## config.mk

```make
export PLATFORM = sky130hd
export DESIGN_NAME = mpfs_pin_function_select
export DESIGN_NICKNAME = d
export VERILOG_FILES = /design/src/shared/mpfs_pkg.sv /design/src/design/mpfs_pin_function_select.sv /design/src/design/mpfs_pin_cell.sv
export VERILOG_INCLUDE_DIRS = /design/src /design/src/shared
export SDC_FILE = /design/constraint.sdc
export NUM_CORES = 1
export LEC_CHECK = 0
export BUFFER_PORTS_ARGS = -buffer_cell sky130_fd_sc_hd__buf_2
export CELL_PAD_IN_SITES_DETAIL_PLACEMENT = 1
export CELL_PAD_IN_SITES_GLOBAL_PLACEMENT = 2
export CORE_UTILIZATION = 28
export CTS_CLUSTER_DIAMETER = 100
export DETAILED_ROUTE_END_ITERATION = 8
export GPL_TIMING_DRIVEN = 0
export PLACE_DENSITY = 0.84
export RECOVER_POWER = 50
export SETUP_SLACK_MARGIN = 0.02
export SLEW_MARGIN = 10
export SYNTH_ARGS = -nofsm -noshare
export SYNTH_HDL_FRONTEND = slang
export SYNTH_HIERARCHICAL = 1
export SYNTH_SLANG_ARGS = --single-unit
```

## constraint.sdc

```tcl
create_clock -name i_clk -period 1.2 [get_ports i_clk]
set_input_delay 0.24 -clock i_clk [delete_from_list [all_inputs] [get_ports i_clk]]
set_output_delay 0.24 -clock i_clk [all_outputs]
set_load 0.1 [all_outputs]
```

## src/shared/mpfs_params.svh

```systemverilog
// constants for the multipurpose pin function select block
`ifndef MPFS_PARAMS_SVH
`define MPFS_PARAMS_SVH
`define MPFS_CMD_PIN_MODE    8'h21
`define MPFS_CMD_CMP_MODE    8'h20
`define MPFS_PIN_MODE_RESET  16'h0000
`define MPFS_CMP_MODE_RESET  16'h0000
`define MPFS_FIELD_W         2
`define MPFS_NPINS           8
`define MPFS_EXT_PIN_LO      4
`define MPFS_EXT_PIN_HI      5
`endif

```

## src/shared/mpfs_pkg.sv

```systemverilog
// types for the multipurpose pin function select block
package mpfs_pkg;
  typedef enum logic [1:0] {
    MPFS_FN_INPUT  = 2'h0,
    MPFS_FN_OUTPUT = 2'h1,
    MPFS_FN_STATUS = 2'h2,
    MPFS_FN_SYNCMP = 2'h3
  } mpfs_fn_t;

  typedef struct packed {
    logic driving;
    logic error;
    logic accel;
    logic const_speed;
    logic decel;
    logic acc_inc;
    logic acc_const;
    logic acc_dec;
  } mpfs_drive_status_t;

  typedef struct packed {
    logic       cmd_write;
    logic [7:0] command_word;
    logic [15:0] write_data_word;
  } mpfs_cmd_t;
endpackage

```

## src/design/mpfs_pin_function_select.sv

```systemverilog
// multipurpose pin function select: mode word, pin muxes, level readback
`include "mpfs_params.svh"
module mpfs_pin_function_select (
  // clock, reset, enable
  input  wire logic                        i_clk,
  input  wire logic                        i_rst,
  input  wire logic                        i_ce,
  // command interface
  input  wire mpfs_pkg::mpfs_cmd_t         i_cmd,
  input  wire logic [7:0]                  i_pin_output_data,
  // block inputs
  input  wire mpfs_pkg::mpfs_drive_status_t i_drive_status,
  input  wire logic [3:0]                  i_sync_pulse,
  input  wire logic [3:0]                  i_compare_result,
  // multipurpose pins
  input  wire logic [7:0]                  i_multipurpose_pins,
  output logic [7:0]                       o_multipurpose_pins,
  output logic [7:0]                       o_multipurpose_pins_oe,
  // to other blocks and status
  output logic [15:0]                      o_pin_function_mode,
  output logic [15:0]                      o_compare_mode_setting,
  output logic [7:0]                       o_pin_level_status,
  output logic [7:0]                       o_sync_trigger_rise,
  output logic [7:0]                       o_sync_trigger_fall,
  output logic [7:0]                       o_sync_input_valid,
  output logic [1:0]                       o_ext_drive_in,
  output logic [1:0]                       o_ext_drive_valid
);
  import mpfs_pkg::*;

  logic [15:0] pin_function_mode_reg;
  logic [15:0] compare_mode_setting_reg;
  logic [7:0]  level_w;
  logic [7:0]  level_prev_reg;
  logic [7:0]  special_w;
  logic [7:0]  status_w;

  // field n sits at bits 2n+1:2n
  function automatic mpfs_fn_t field_of(input logic [15:0] mode, input int n);
    return mpfs_fn_t'(mode[n*`MPFS_FIELD_W +: `MPFS_FIELD_W]);
  endfunction

  function automatic logic is_input(input logic [15:0] mode, input int n);
    return field_of(mode, n) == MPFS_FN_INPUT;
  endfunction

  // host places data word before the command, so data is stable here
  always_ff @(posedge i_clk) begin
    if (i_rst) begin
      pin_function_mode_reg <= `MPFS_PIN_MODE_RESET;
    end else if (i_ce && i_cmd.cmd_write && i_cmd.command_word == `MPFS_CMD_PIN_MODE) begin
      pin_function_mode_reg <= i_cmd.write_data_word;
    end
  end

  always_ff @(posedge i_clk) begin
    if (i_rst) begin
      compare_mode_setting_reg <= `MPFS_CMP_MODE_RESET;
    end else if (i_ce && i_cmd.cmd_write && i_cmd.command_word == `MPFS_CMD_CMP_MODE) begin
      compare_mode_setting_reg <= i_cmd.write_data_word;
    end
  end

  assign status_w  = {i_drive_status.acc_dec, i_drive_status.acc_const, i_drive_status.acc_inc,
                      i_drive_status.decel, i_drive_status.const_speed, i_drive_status.accel,
                      i_drive_status.error, i_drive_status.driving};
  // compare results use the compare mode setting inside the compare unit
  assign special_w = {i_compare_result, i_sync_pulse};

  genvar g;
  generate
    for (g = 0; g < `MPFS_NPINS; g++) begin : g_pin
      mpfs_pin_cell u_cell (
        .i_clk      (i_clk),
        .i_rst      (i_rst),
        .i_ce       (i_ce),
        .i_fn       (field_of(pin_function_mode_reg, g)),
        .i_out_data (i_pin_output_data[g]),
        .i_status   (status_w[g]),
        .i_special  (special_w[g]),
        .i_pin      (i_multipurpose_pins[g]),
        .o_pin      (o_multipurpose_pins[g]),
        .o_pin_oe   (o_multipurpose_pins_oe[g]),
        .o_level    (level_w[g])
      );
    end
  endgenerate

  // level readback and edge detection for sync action sources
  always_ff @(posedge i_clk) begin
    if (i_rst) begin
      level_prev_reg      <= 8'h00;
      o_pin_level_status  <= 8'h00;
      o_sync_trigger_rise <= 8'h00;
      o_sync_trigger_fall <= 8'h00;
      o_sync_input_valid  <= 8'h00;
    end else if (i_ce) begin
      level_prev_reg     <= level_w;
      o_pin_level_status <= level_w;
      for (int n = 0; n < `MPFS_NPINS; n++) begin
        o_sync_input_valid[n]  <= is_input(pin_function_mode_reg, n);
        o_sync_trigger_rise[n] <= is_input(pin_function_mode_reg, n) && level_w[n] && !level_prev_reg[n];
        o_sync_trigger_fall[n] <= is_input(pin_function_mode_reg, n) && !level_w[n] && level_prev_reg[n];
      end
    end
  end

  // pins 4 and 5 as external drive inputs
  always_ff @(posedge i_clk) begin
    if (i_rst) begin
      o_ext_drive_in    <= 2'h0;
      o_ext_drive_valid <= 2'h0;
    end else if (i_ce) begin
      o_ext_drive_in    <= {level_w[`MPFS_EXT_PIN_HI], level_w[`MPFS_EXT_PIN_LO]};
      o_ext_drive_valid <= {is_input(pin_function_mode_reg, `MPFS_EXT_PIN_HI),
                            is_input(pin_function_mode_reg, `MPFS_EXT_PIN_LO)};
    end
  end

  always_ff @(posedge i_clk) begin
    if (i_rst) begin
      o_pin_function_mode    <= `MPFS_PIN_MODE_RESET;
      o_compare_mode_setting <= `MPFS_CMP_MODE_RESET;
    end else if (i_ce) begin
      o_pin_function_mode    <= pin_function_mode_reg;
      o_compare_mode_setting <= compare_mode_setting_reg;
    end
  end
endmodule

```

## src/design/mpfs_pin_cell.sv

```systemverilog
// one multipurpose pin: function mux and input synchroniser
module mpfs_pin_cell
  import mpfs_pkg::*;
(
  // clock, reset and enable
  input  wire logic     i_clk,
  input  wire logic     i_rst,
  input  wire logic     i_ce,
  // function select
  input  wire mpfs_fn_t i_fn,
  input  wire logic     i_out_data,
  input  wire logic     i_status,
  input  wire logic     i_special,
  // pin
  input  wire logic     i_pin,
  output logic          o_pin,
  output logic          o_pin_oe,
  output logic          o_level
);
  logic meta_reg;
  logic level_reg;

  // first stage read only by the second
  always_ff @(posedge i_clk) begin
    if (i_rst) begin
      meta_reg  <= 1'b0;
      level_reg <= 1'b0;
    end else if (i_ce) begin
      meta_reg  <= i_pin;
      level_reg <= meta_reg;
    end
  end

  always_ff @(posedge i_clk) begin
    if (i_rst) begin
      o_pin    <= 1'b0;
      o_pin_oe <= 1'b0;
    end else if (i_ce) begin
      unique case (i_fn)
        MPFS_FN_INPUT: begin
          o_pin    <= 1'b0;
          o_pin_oe <= 1'b0;
        end
        MPFS_FN_OUTPUT: begin
          o_pin    <= i_out_data;
          o_pin_oe <= 1'b1;
        end
        MPFS_FN_STATUS: begin
          o_pin    <= i_status;
          o_pin_oe <= 1'b1;
        end
        MPFS_FN_SYNCMP: begin
          o_pin    <= i_special;
          o_pin_oe <= 1'b1;
        end
      endcase
    end
  end

  assign o_level = level_reg;
endmodule

```

Yosys cells after proc, flatten, opt, wreduce, memory -nomap -nowiden:

Cells that the tools add are included.

* equal/unequal tests: 26
* reduce and logical (&&, ||, !) cells: 67
* mux-type cells: 16

Operators with widths (number)
* 1-bit logical AND: 35
* 2-bit == test, second input constant: 16
* 1-bit one-hot mux with 4 select lines: 8
* 3-bit OR reduction: 8
* 2-bit by 1-bit == test with 1-bit output, second input constant: 8
* 8-bit by 6-bit == test with 1-bit output, second input constant: 2
* 1-bit zero test: 16
* 2-bit zero test: 8
* 1-bit one-hot mux with 2 select lines: 8

* bits of input ports: 60
* logic and storage cells: 151
* flip-flop bits (word level): 132

Longest topological paths before layout:

Gate-level depths: netlist of run 1.

* word-level depth: 3
* mapped depth: 5

Hierarchy:

Netlist of run 1, hierarchy kept.

By module, submodules not included
* mpfs_pin_function_select: times used 1, cells each 360, area each 3704.8 um2
* mpfs_pin_cell: times used 8, cells each 17, area each 168.9 um2

Worst setup path before layout of run 1:

OpenSTA, ideal clock, no wires.

* path type: reg-to-output
* start point: register o_pin_level_status[4]
* end point: output o_pin_level_status[4]
* cell stages (with the launch flop): 2
* data required time: 960 ps
* arrival: 1407 ps
* slack: -447 ps
* cells stage by stage: dfxtp_1 > buf_4

RTL lines
* start, declared: line mpfs_pin_function_select.sv:22 `output logic [7:0] o_pin_level_status,`
* start signal, assigned: line mpfs_pin_function_select.sv:99 `o_pin_level_status <= level_w;`

No word-level cell between the ends.

Final worst setup path of run 1:

* start point: register o_pin_level_status[5]
* end point: output o_pin_level_status[5]

No word-level cell between the ends.

==> impl_metrics.toml, run 1 <==
[placement]
dp_hpwl_um = 11400
gp_congestion = 0.755
pre_cts_slack_ns = -1.04
io_buffers = 143
post_dp_cell_area_um2 = 6180
dp_cells = 864

[timing]
post-route-period-util = 1.08
rsz0062_at_grt = "yes"
max_freq_mhz = 772
maxSlewHeadroom = 0.709
finalSetupViolations = 18
worstMarginPinSlew_ns = 0.436
hold_violations = 0
skew_ns = 0.00865
setup_ws_ns = -0.0951
maxSlewViolCount = 0
hold-worst-slack_ns = 0.0665
fin_crit_ns = 1.30

[yosys]
ys_seq_area_frac = 0.507
syn-cell-area_um2 = 5060
yosysWarnings = 6
synth_cell_types = 22
syn_area_per_cell_um2 = 10.2
synth.net_count = 556
synth-seq-cells = 128
synth_cells = 496

[cts]
cts.path.max_buffers = 2
numCtsBuffers = 17
tritoncts = "yes"
cts_hold_buf = 0
insertion_delay_ns = 0.42
clock_sinks = 128
cts_root_buf = "clkbuf_16"
cts_max_level = 4
clk_pin_slew_worst_paths_ns = 0.05

[grt]
grt_pass1_vias = 4750
track_usage = 0.187
antenna_found_initial = 0
grt_max_degree = 37
grt-ovfl-total = 0
grt_pass1_wl_um = 25700

[setup_path]
cp.arrival_ns = 1.06
rr_worst_depth = 3
rr_endpoint = "g_pin[0].u_cell/o_pin"
cp.required_ns = 0.96
path_class = "reg2out"
reg2reg_from = "pin_function_mode_reg[1]"
cp_cell_sequence = "buf_6, buf_12"
path_max_fanout = 3
critPathCaptureType = "output port"
worst_path_max_delay_cell = "dfxtp_4"
ff2ff_setup_slack_ns = 0.06
cp-start-kind = "flop"
slowest_delay_ns = 0.37

[layout]
finalNetCount = 742
layout-drive-gt1-share = 0.463
diodes = 0
final_core_util = 0.478
final_cell_area_um2 = 8360
syn2layout_area_growth_pct = 65.3
stdcell_count = 920
final_cell_mix = "104 x nor2_1, 88 x mux2i_1, 83 x buf_12"
final_common_cell = "nor2_1"

[power]
p_int_mw = 8.41
clkPwrFrac = 0.492
power_frac_comb = 0.117
leakage_nw = 3.50
power_frac_seq = 0.391
switchingPower_mw = 2.79
worst_ir_drop_vdd_mv = 0.977
swShare = 0.249
power.density_nw_per_um2 = 1340

[drt]
vias = 4385
drt_iter0_drc = 159
via_per_inst = 4.77
drtAntennaViolNets = 0
wl_per_cell_um = 18.4
drt_pass1_iterations = 4
drc = 0
routed_wl_um = 16900

[worst_hold_path]
holdPathStages = 3
hp-start = "i_multipurpose_pins[1]"
min_to = "g_pin[1].u_cell/meta_reg"
hp-class = "in2reg"

[floorplan]
die_w_um = 136
dieArea_um2 = 18600
std_cell_rows = 48
pin_count = 144
core_um2 = 17500
chipHeight_um = 136
initial_core_util = 0.289

[run_status]
violations = "negative setup slack"
status = "finished with violations"

[flow_run]
maxCapViolCount = 0
[worst max-delay path by stage]
stage	startpoint	to	slack (ns)
2_1_floorplan	o_pin_level_status[4]	o_pin_level_status[4]	-0.09
3_3_place_gp	i_rst	o_compare_mode_setting[3]	-1.02
3_5_place_dp	i_rst	o_compare_mode_setting[1]	-1.04
4_1_cts	o_sync_input_valid[4]	o_sync_input_valid[4]	-0.1
5_1_grt	o_pin_level_status[5]	o_pin_level_status[5]	-0.12
6_report	o_pin_level_status[5]	o_pin_level_status[5]	-0.1
[metrics by stage]
stage                     TNS [ns]  power (mW)
after detailed placement    -80.31        5.56
after floorplan             -0.288        5.25
after CTS                    -1.08        11.3
after global routing         -5.41        11.6
after global placement      -78.49        5.53
final                       -0.628        11.2
[critical path: cells and delay by family (launching register included)]
kind | cells | cell delay (ns)
buf+inv | 2 | 0.27
flops | 1 | 0.37
[timing repair]
| item | 4_1_cts | 5_1_grt |
|---|---|---|
| endpoints found under the hold margin | 0 | 0 |
| gates resized for setup | 367 | 23 |
| gates cloned | 0 | 0 |
| setup endpoints to repair | 185 | 130 |
| setup buffers | 17 | 7 |
[power by group through the flow]
| stage | clock network, mW | registers (mW) | logic, mW |
|---|---|---|---|
| global placement | 0 | 4.48 | 1.06 |
| CTS | 5.62 | 4.40 | 1.30 |
| global route | 5.82 | 4.39 | 1.37 |
| finish | 5.51 | 4.38 | 1.31 |
| floorplan | 0 | 4.87 | 0.378 |
| detailed placement | 0 | 4.48 | 1.08 |
[cells in the mapped netlist]
cell type	instances	share of area
dfxtp_1	128	0.51
a311oi_2	8	0.024
inv_1	17	0.013
nor3b_1	8	0.012
nor2_1	104	0.077
clkbuf_1	6	0.0045
nand4b_1	1	0.0017
buf_4	4	0.0059
mux2_1	8	0.018
a32oi_1	16	0.028
buf_2	20	0.020
nor4b_2	2	0.0059
nand3b_1	8	0.012
nand2b_1	48	0.059
buf_1	1	0.00074
a211oi_1	8	0.012
buf_12	1	0.0040
mux2i_1	88	0.17
a21oi_1	8	0.0079
and4_1	1	0.0017
buf_6	3	0.0067
nand2_1	8	0.0059
[routing by layer]
metal | vias up | GRT usage | wire length [um]
met5 | - | 0 | 0
met4 | 0 | 0.0728 | 260
met3 | 24 | 0.0429 | 599
met2 | 114 | 0.335 | 8980
met1 | 2181 | 0.213 | 7080
li1 | 2066 | - | -
[logic make-up after synthesis]
logic type / synth area share
AND/OR/NAND/NOR: 0.176
buffers and inverters: 0.0542
flip-flops: 0.507
multiplexers: 0.192
AO/OA/AOI/OAI: 0.0713
[cell type report]
cell class / instances / area, um^2
clock buffers: 24 / 513
flip-flops and latches: 128 / 2730
clock inverters: 8 / 124
multi-input cells: 316 / 2260
repair buffers: 167 / 2150
inverters: 17 / 63.8
plain buffers: 35 / 240
well taps: 225 / 282
fillers: 1845 / 9120
Power figures use the tool's default switching activity.
==> run 2: changes to the inputs <==
- BUFFER_PORTS_ARGS: -buffer_cell sky130_fd_sc_hd__buf_2 -> unset
- CORE_UTILIZATION: 28 -> 34
- DONT_BUFFER_PORTS: unset -> 1
==> run 2 against run 1 <==
Net effect: the flow still finishes with violations (negative setup slack); setup slack got worse by 0.15 ns; non-clock buffer count fell by 154; fmax fell by 11%; first-iteration DRC count fell by 23%; die area fell by 17%; critical path depth fell by 1; total power fell by 12%; largest cell class unchanged; largest power group is now registers.
==> impl_metrics.toml, run 2 (synthesis results as in run 1) <==
[run_status]
status = "finished with violations"
violations = "negative setup slack"

[setup_path]
cp-start-kind = "flop"
worst_path_max_delay_cell = "dfxtp_4"
reg2reg_from = "pin_function_mode_reg[15]"
path_class = "reg2out"
cp.arrival_ns = 1.21
rr_endpoint = "g_pin[7].u_cell/o_pin"
cp_cell_sequence = "buf_12"
critPathCaptureType = "output port"
worst-path-buf-inv = 1
ff2ff_setup_slack_ns = 0.08
cp.required_ns = 0.96
crit_family = "flip-flops"
slowest_delay_ns = 0.56
rr_worst_depth = 3
path_max_fanout = 5

[grt]
grt_pass1_vias = 3849
track_usage = 0.193
grt_pass1_wl_um = 21500
grt-ovfl-total = 0
antenna_found_initial = 0
grt_max_degree = 33

[layout]
final_core_util = 0.437
layout-drive-gt1-share = 0.291
syn2layout_area_growth_pct = 25.7
finalNetCount = 588
diodes = 0
final_common_cell = "nor2_1"
final_cell_mix = "104 x nor2_1, 88 x mux2i_1, 78 x dfxtp_4"

[cts]
clock_sinks = 128
insertion_delay_ns = 0.42
cts_max_level = 4
cts_root_buf = "clkbuf_16"
numCtsBuffers = 17
cts_setup_buffers = 0
clk_pin_slew_worst_paths_ns = 0.05
cts.path.max_buffers = 2
tritoncts = "yes"

[timing]
max_freq_mhz = 690
fin_setup_tns_ns = -1.31
maxSlewViolCount = 0
worstMarginPinSlew_ns = 0.603
maxSlewHeadroom = 0.598
fin_crit_ns = 1.45
setup_ws_ns = -0.249
hold-worst-slack_ns = 0.0135
rsz0062_at_grt = "yes"
skew_ns = 0.00646
finalSetupViolations = 20
hold_violations = 0
post-route-period-util = 1.21

[drt]
routed_wl_um = 14200
drt_pass1_iterations = 4
drt_iter0_drc = 122
wl_per_cell_um = 19.6
vias = 3686
drc = 0
via_per_inst = 5.09
drtAntennaViolNets = 0

[placement]
dp_hpwl_um = 10100
gp_congestion = 0.758
pre_cts_slack_ns = -0.225
io_buffers = 0

[worst_hold_path]
min_to = "compare_mode_setting_reg[12]"
hp-start = "i_cmd[12]"
hp-class = "in2reg"
holdPathStages = 2

[power]
leakage_nw = 2.49
p_int_mw = 7.32
swShare = 0.258
power_frac_seq = 0.473
power_frac_comb = 0.056
worst_ir_drop_vdd_mv = 0.889
power.density_nw_per_um2 = 1550
clkPwrFrac = 0.471
switchingPower_mw = 2.55

[floorplan]
initial_core_util = 0.348
chipHeight_um = 124
std_cell_rows = 44
core_um2 = 14500
pin_count = 144
die_w_um = 124
dieArea_um2 = 15400

[flow_run]
maxCapViolCount = 0
run 2: changes by cell type in the layout (fill, tap and decap cells not counted), sizes merged:
cell,previous run,this run
buf,179,22
bufinv,3,0
clkbuf,47,39
clkinv,3,5
clkinvlp,2,1
dlygate4sd3,0,12
run 2: per-stage QoR:
| stage | cells | power (mW) | cell area, um^2 |
|---|---|---|---|
| after global routing | 724 | 10.2 | 6360 |
| after floorplan | 496 | 5.25 | 5180 |
| final | 724 | 9.86 | 6360 |
| after global placement | 680 | 5.35 | 5410 |
| after CTS | 724 | 9.97 | 6370 |
| after detailed placement | 680 | 5.37 | 5410 |
run 2: routing by layer:
metal,routed length (um),global-route usage,up-vias,part of all wire
met4,249,0.0818,0,0.018
met1,5960,0.222,1825,0.42
li1,-,-,1749,-
met3,984,0.0742,20,0.069
met5,0,0,-,0
met2,7020,0.320,92,0.49
run 2: cell type report:
cell class                 instances  area [um^2]
timing repair buffer              13          140
clock buffer                      25          505
tap                              184          230
sequential                       128         2860
buffer                            35          245
inverter                          17         63.8
multi-input combinational        316         2270
clock inverter                     6         32.5
fill                            1592         8180
run 2: what timing repair did:
item | in CTS | in global routing
resized for setup | 98 | 6
hold endpoints to repair | 36 | 0
hold buffers | 13 | 0
endpoints found under the setup margin | 101 | 93
run 2: worst max-delay path by stage:
stage | from | to | cells past startpoint
floorplan | o_pin_level_status[4] | o_pin_level_status[4] | 1
global placement | i_ce | o_sync_trigger_rise[3] | 4
detailed placement | i_ce | o_sync_trigger_fall[3] | 4
CTS | o_pin_level_status[4] | o_pin_level_status[4] | 1
global route | o_pin_level_status[4] | o_pin_level_status[4] | 1
finish | o_pin_level_status[4] | o_pin_level_status[4] | 1
run 2: power groups by stage:
stage	Combinational, mW	Clock, mW	Sequential [mW]
final	0.555	4.65	4.66
after global routing	0.602	4.96	4.67
after CTS	0.561	4.75	4.66
after detailed placement	0.482	0	4.89
after global placement	0.463	0	4.89
after floorplan	0.378	0	4.87
==> run 3: changes to the inputs <==
- CORE_MARGIN: unset -> 2
- PLACE_DENSITY: 0.84 -> unset
- PLACE_DENSITY_LB_ADDON: unset -> 0.15
==> run 3 against run 2 <==
Net effect: the flow still finishes with violations (negative setup slack); design area down 1.1%; clock skew increased by 0.0012 ns; fmax rose by 0.13%; routed wire length is 1.8% lower; clock-buffer cell count up 1.
==> impl_metrics.toml, run 3 (synthesis results as in run 1) <==
[grt]
grt-ovfl-total = 0
antenna_found_initial = 0
track_usage = 0.183
grt_pass1_vias = 3895
grt_pass1_wl_um = 22200
grt_max_degree = 33

[power]
swShare = 0.255
clkPwrFrac = 0.460
power_frac_comb = 0.056
power_frac_seq = 0.484
finalPower_mw = 9.64
p_int_mw = 7.18
switchingPower_mw = 2.46
worst_ir_drop_vdd_mv = 0.906
power.density_nw_per_um2 = 1530
leakage_nw = 2.46

[layout]
layout-drive-gt1-share = 0.288
final_core_util = 0.433
final_common_cell = "nor2_1"
finalNetCount = 586
fill_cells = 1614
stdcell_count = 719
syn2layout_area_growth_pct = 24.3
diodes = 0
final_cell_area_um2 = 6290
final_cell_mix = "104 x nor2_1, 88 x mux2i_1, 77 x dfxtp_4"

[timing]
maxSlewHeadroom = 0.611
fin_setup_tns_ns = -1.36
rsz0062_at_grt = "yes"
hold-worst-slack_ns = 0.0126
worstMarginPinSlew_ns = 0.584
fin_crit_ns = 1.45
finalSetupViolations = 13
max_freq_mhz = 691
hold_violations = 0
skew_ns = 0.00764
post-route-period-util = 1.21
setup_ws_ns = -0.247
maxSlewViolCount = 0

[floorplan]
core_um2 = 14500
dieArea_um2 = 15900
chipHeight_um = 126
die_w_um = 126
pin_count = 144
initial_core_util = 0.348
std_cell_rows = 44

[cts]
cts_setup_buffers = 0
clock_sinks = 128
cts_max_level = 4
numCtsBuffers = 17
tritoncts = "yes"
clk_pin_slew_worst_paths_ns = 0.05
cts_root_buf = "clkbuf_16"
insertion_delay_ns = 0.41
cts.path.max_buffers = 2

[drt]
vias = 3628
via_per_inst = 5.05
drtAntennaViolNets = 0
drt_pass1_iterations = 4
wl_per_cell_um = 19.4
drt_iter0_drc = 107
routed_wl_um = 14000
drc = 0

[setup_path]
path_class = "reg2out"
slowest_delay_ns = 0.56
crit_family = "flip-flops"
cp-start-kind = "flop"
cp.arrival_ns = 1.21
worst-path-buf-inv = 1
cp_cell_sequence = "buf_12"
cp.required_ns = 0.96
path_max_fanout = 5
worst_path_max_delay_cell = "dfxtp_4"
critPathCaptureType = "output port"

[placement]
gp_congestion = 0.763
dp_hpwl_um = 9860
post_dp_cell_area_um2 = 5410
io_buffers = 0
pre_cts_slack_ns = -0.205
dp_cells = 680

[flow_run]
maxCapViolCount = 0

[worst_hold_path]
hp-class = "in2reg"

[run_status]
violations = "negative setup slack"
status = "finished with violations"
-- run 3: cell count changes in the layout (fill, tap and decap cells not counted) --
cell,previous run,this run
buf_2,14,15
clkbuf_1,11,13
clkbuf_8,5,3
clkinv_2,5,2
clkinvlp_4,1,0
dfxtp_1,43,41
dfxtp_2,7,10
dfxtp_4,78,77
dlygate4sd3_1,12,10
nor3b_2,6,8
nor3b_4,2,0
-- run 3: path summary, 6_finish.rpt --
path,startpoint,endpoint,slack [ns],depth (start not counted)
setup reg to reg,pin_function_mode_reg[7],g_pin[3].u_cell/o_pin,0.09,3
hold / removal,i_multipurpose_pins[1],g_pin[1].u_cell/meta_reg,0.01,2
hold reg to reg,compare_mode_setting_reg[8],compare_mode_setting_reg[8],0.48,2
setup / recovery,o_pin_level_status[4],o_pin_level_status[4],-0.25,1
-- run 3: worst reg2reg max path: stages, from the launching register on --
cell,delay (ns)
dfxtp_1,0.46
mux2_1,0.36
nand2_1,0.08
a311oi_2,0.09
-- run 3: area by class of cell --
cell class	count	area [um^2]	area share
buffer	35	246	0.0392
multi-input combinational	316	2260	0.360
timing repair buffer	11	120	0.0191
sequential	128	2860	0.456
clock buffer	26	489	0.0778
clock inverter	2	10.0	0.00159
inverter	17	63.8	0.0102
tap	184	230	0.0366
-- run 3: timing repair --
item / 4_1_cts / 5_1_grt
hold buffers: 10 / 1
endpoints found under the hold margin: 35 / 1
setup endpoints to repair: 97 / 95
gates resized for setup: 96 / 8
-- run 3: power by group through the flow --
stage / registers, mW / logic [mW] / clock network [mW]
after floorplan: 4.87 / 0.378 / 0
after global placement: 4.89 / 0.467 / 0
after detailed placement: 4.89 / 0.480 / 0
after CTS: 4.66 / 0.551 / 4.57
after global routing: 4.67 / 0.601 / 4.77
final: 4.67 / 0.543 / 4.43
-- run 3: metal layers --
metal	vias up	track usage	share of wire	wire, um
met3	13	0.0739	0.069	964
met1	1771	0.219	0.44	6140
met5	-	0	0	0
met2	95	0.299	0.48	6690
li1	1749	-	-	-
met4	0	0.0659	0.012	163
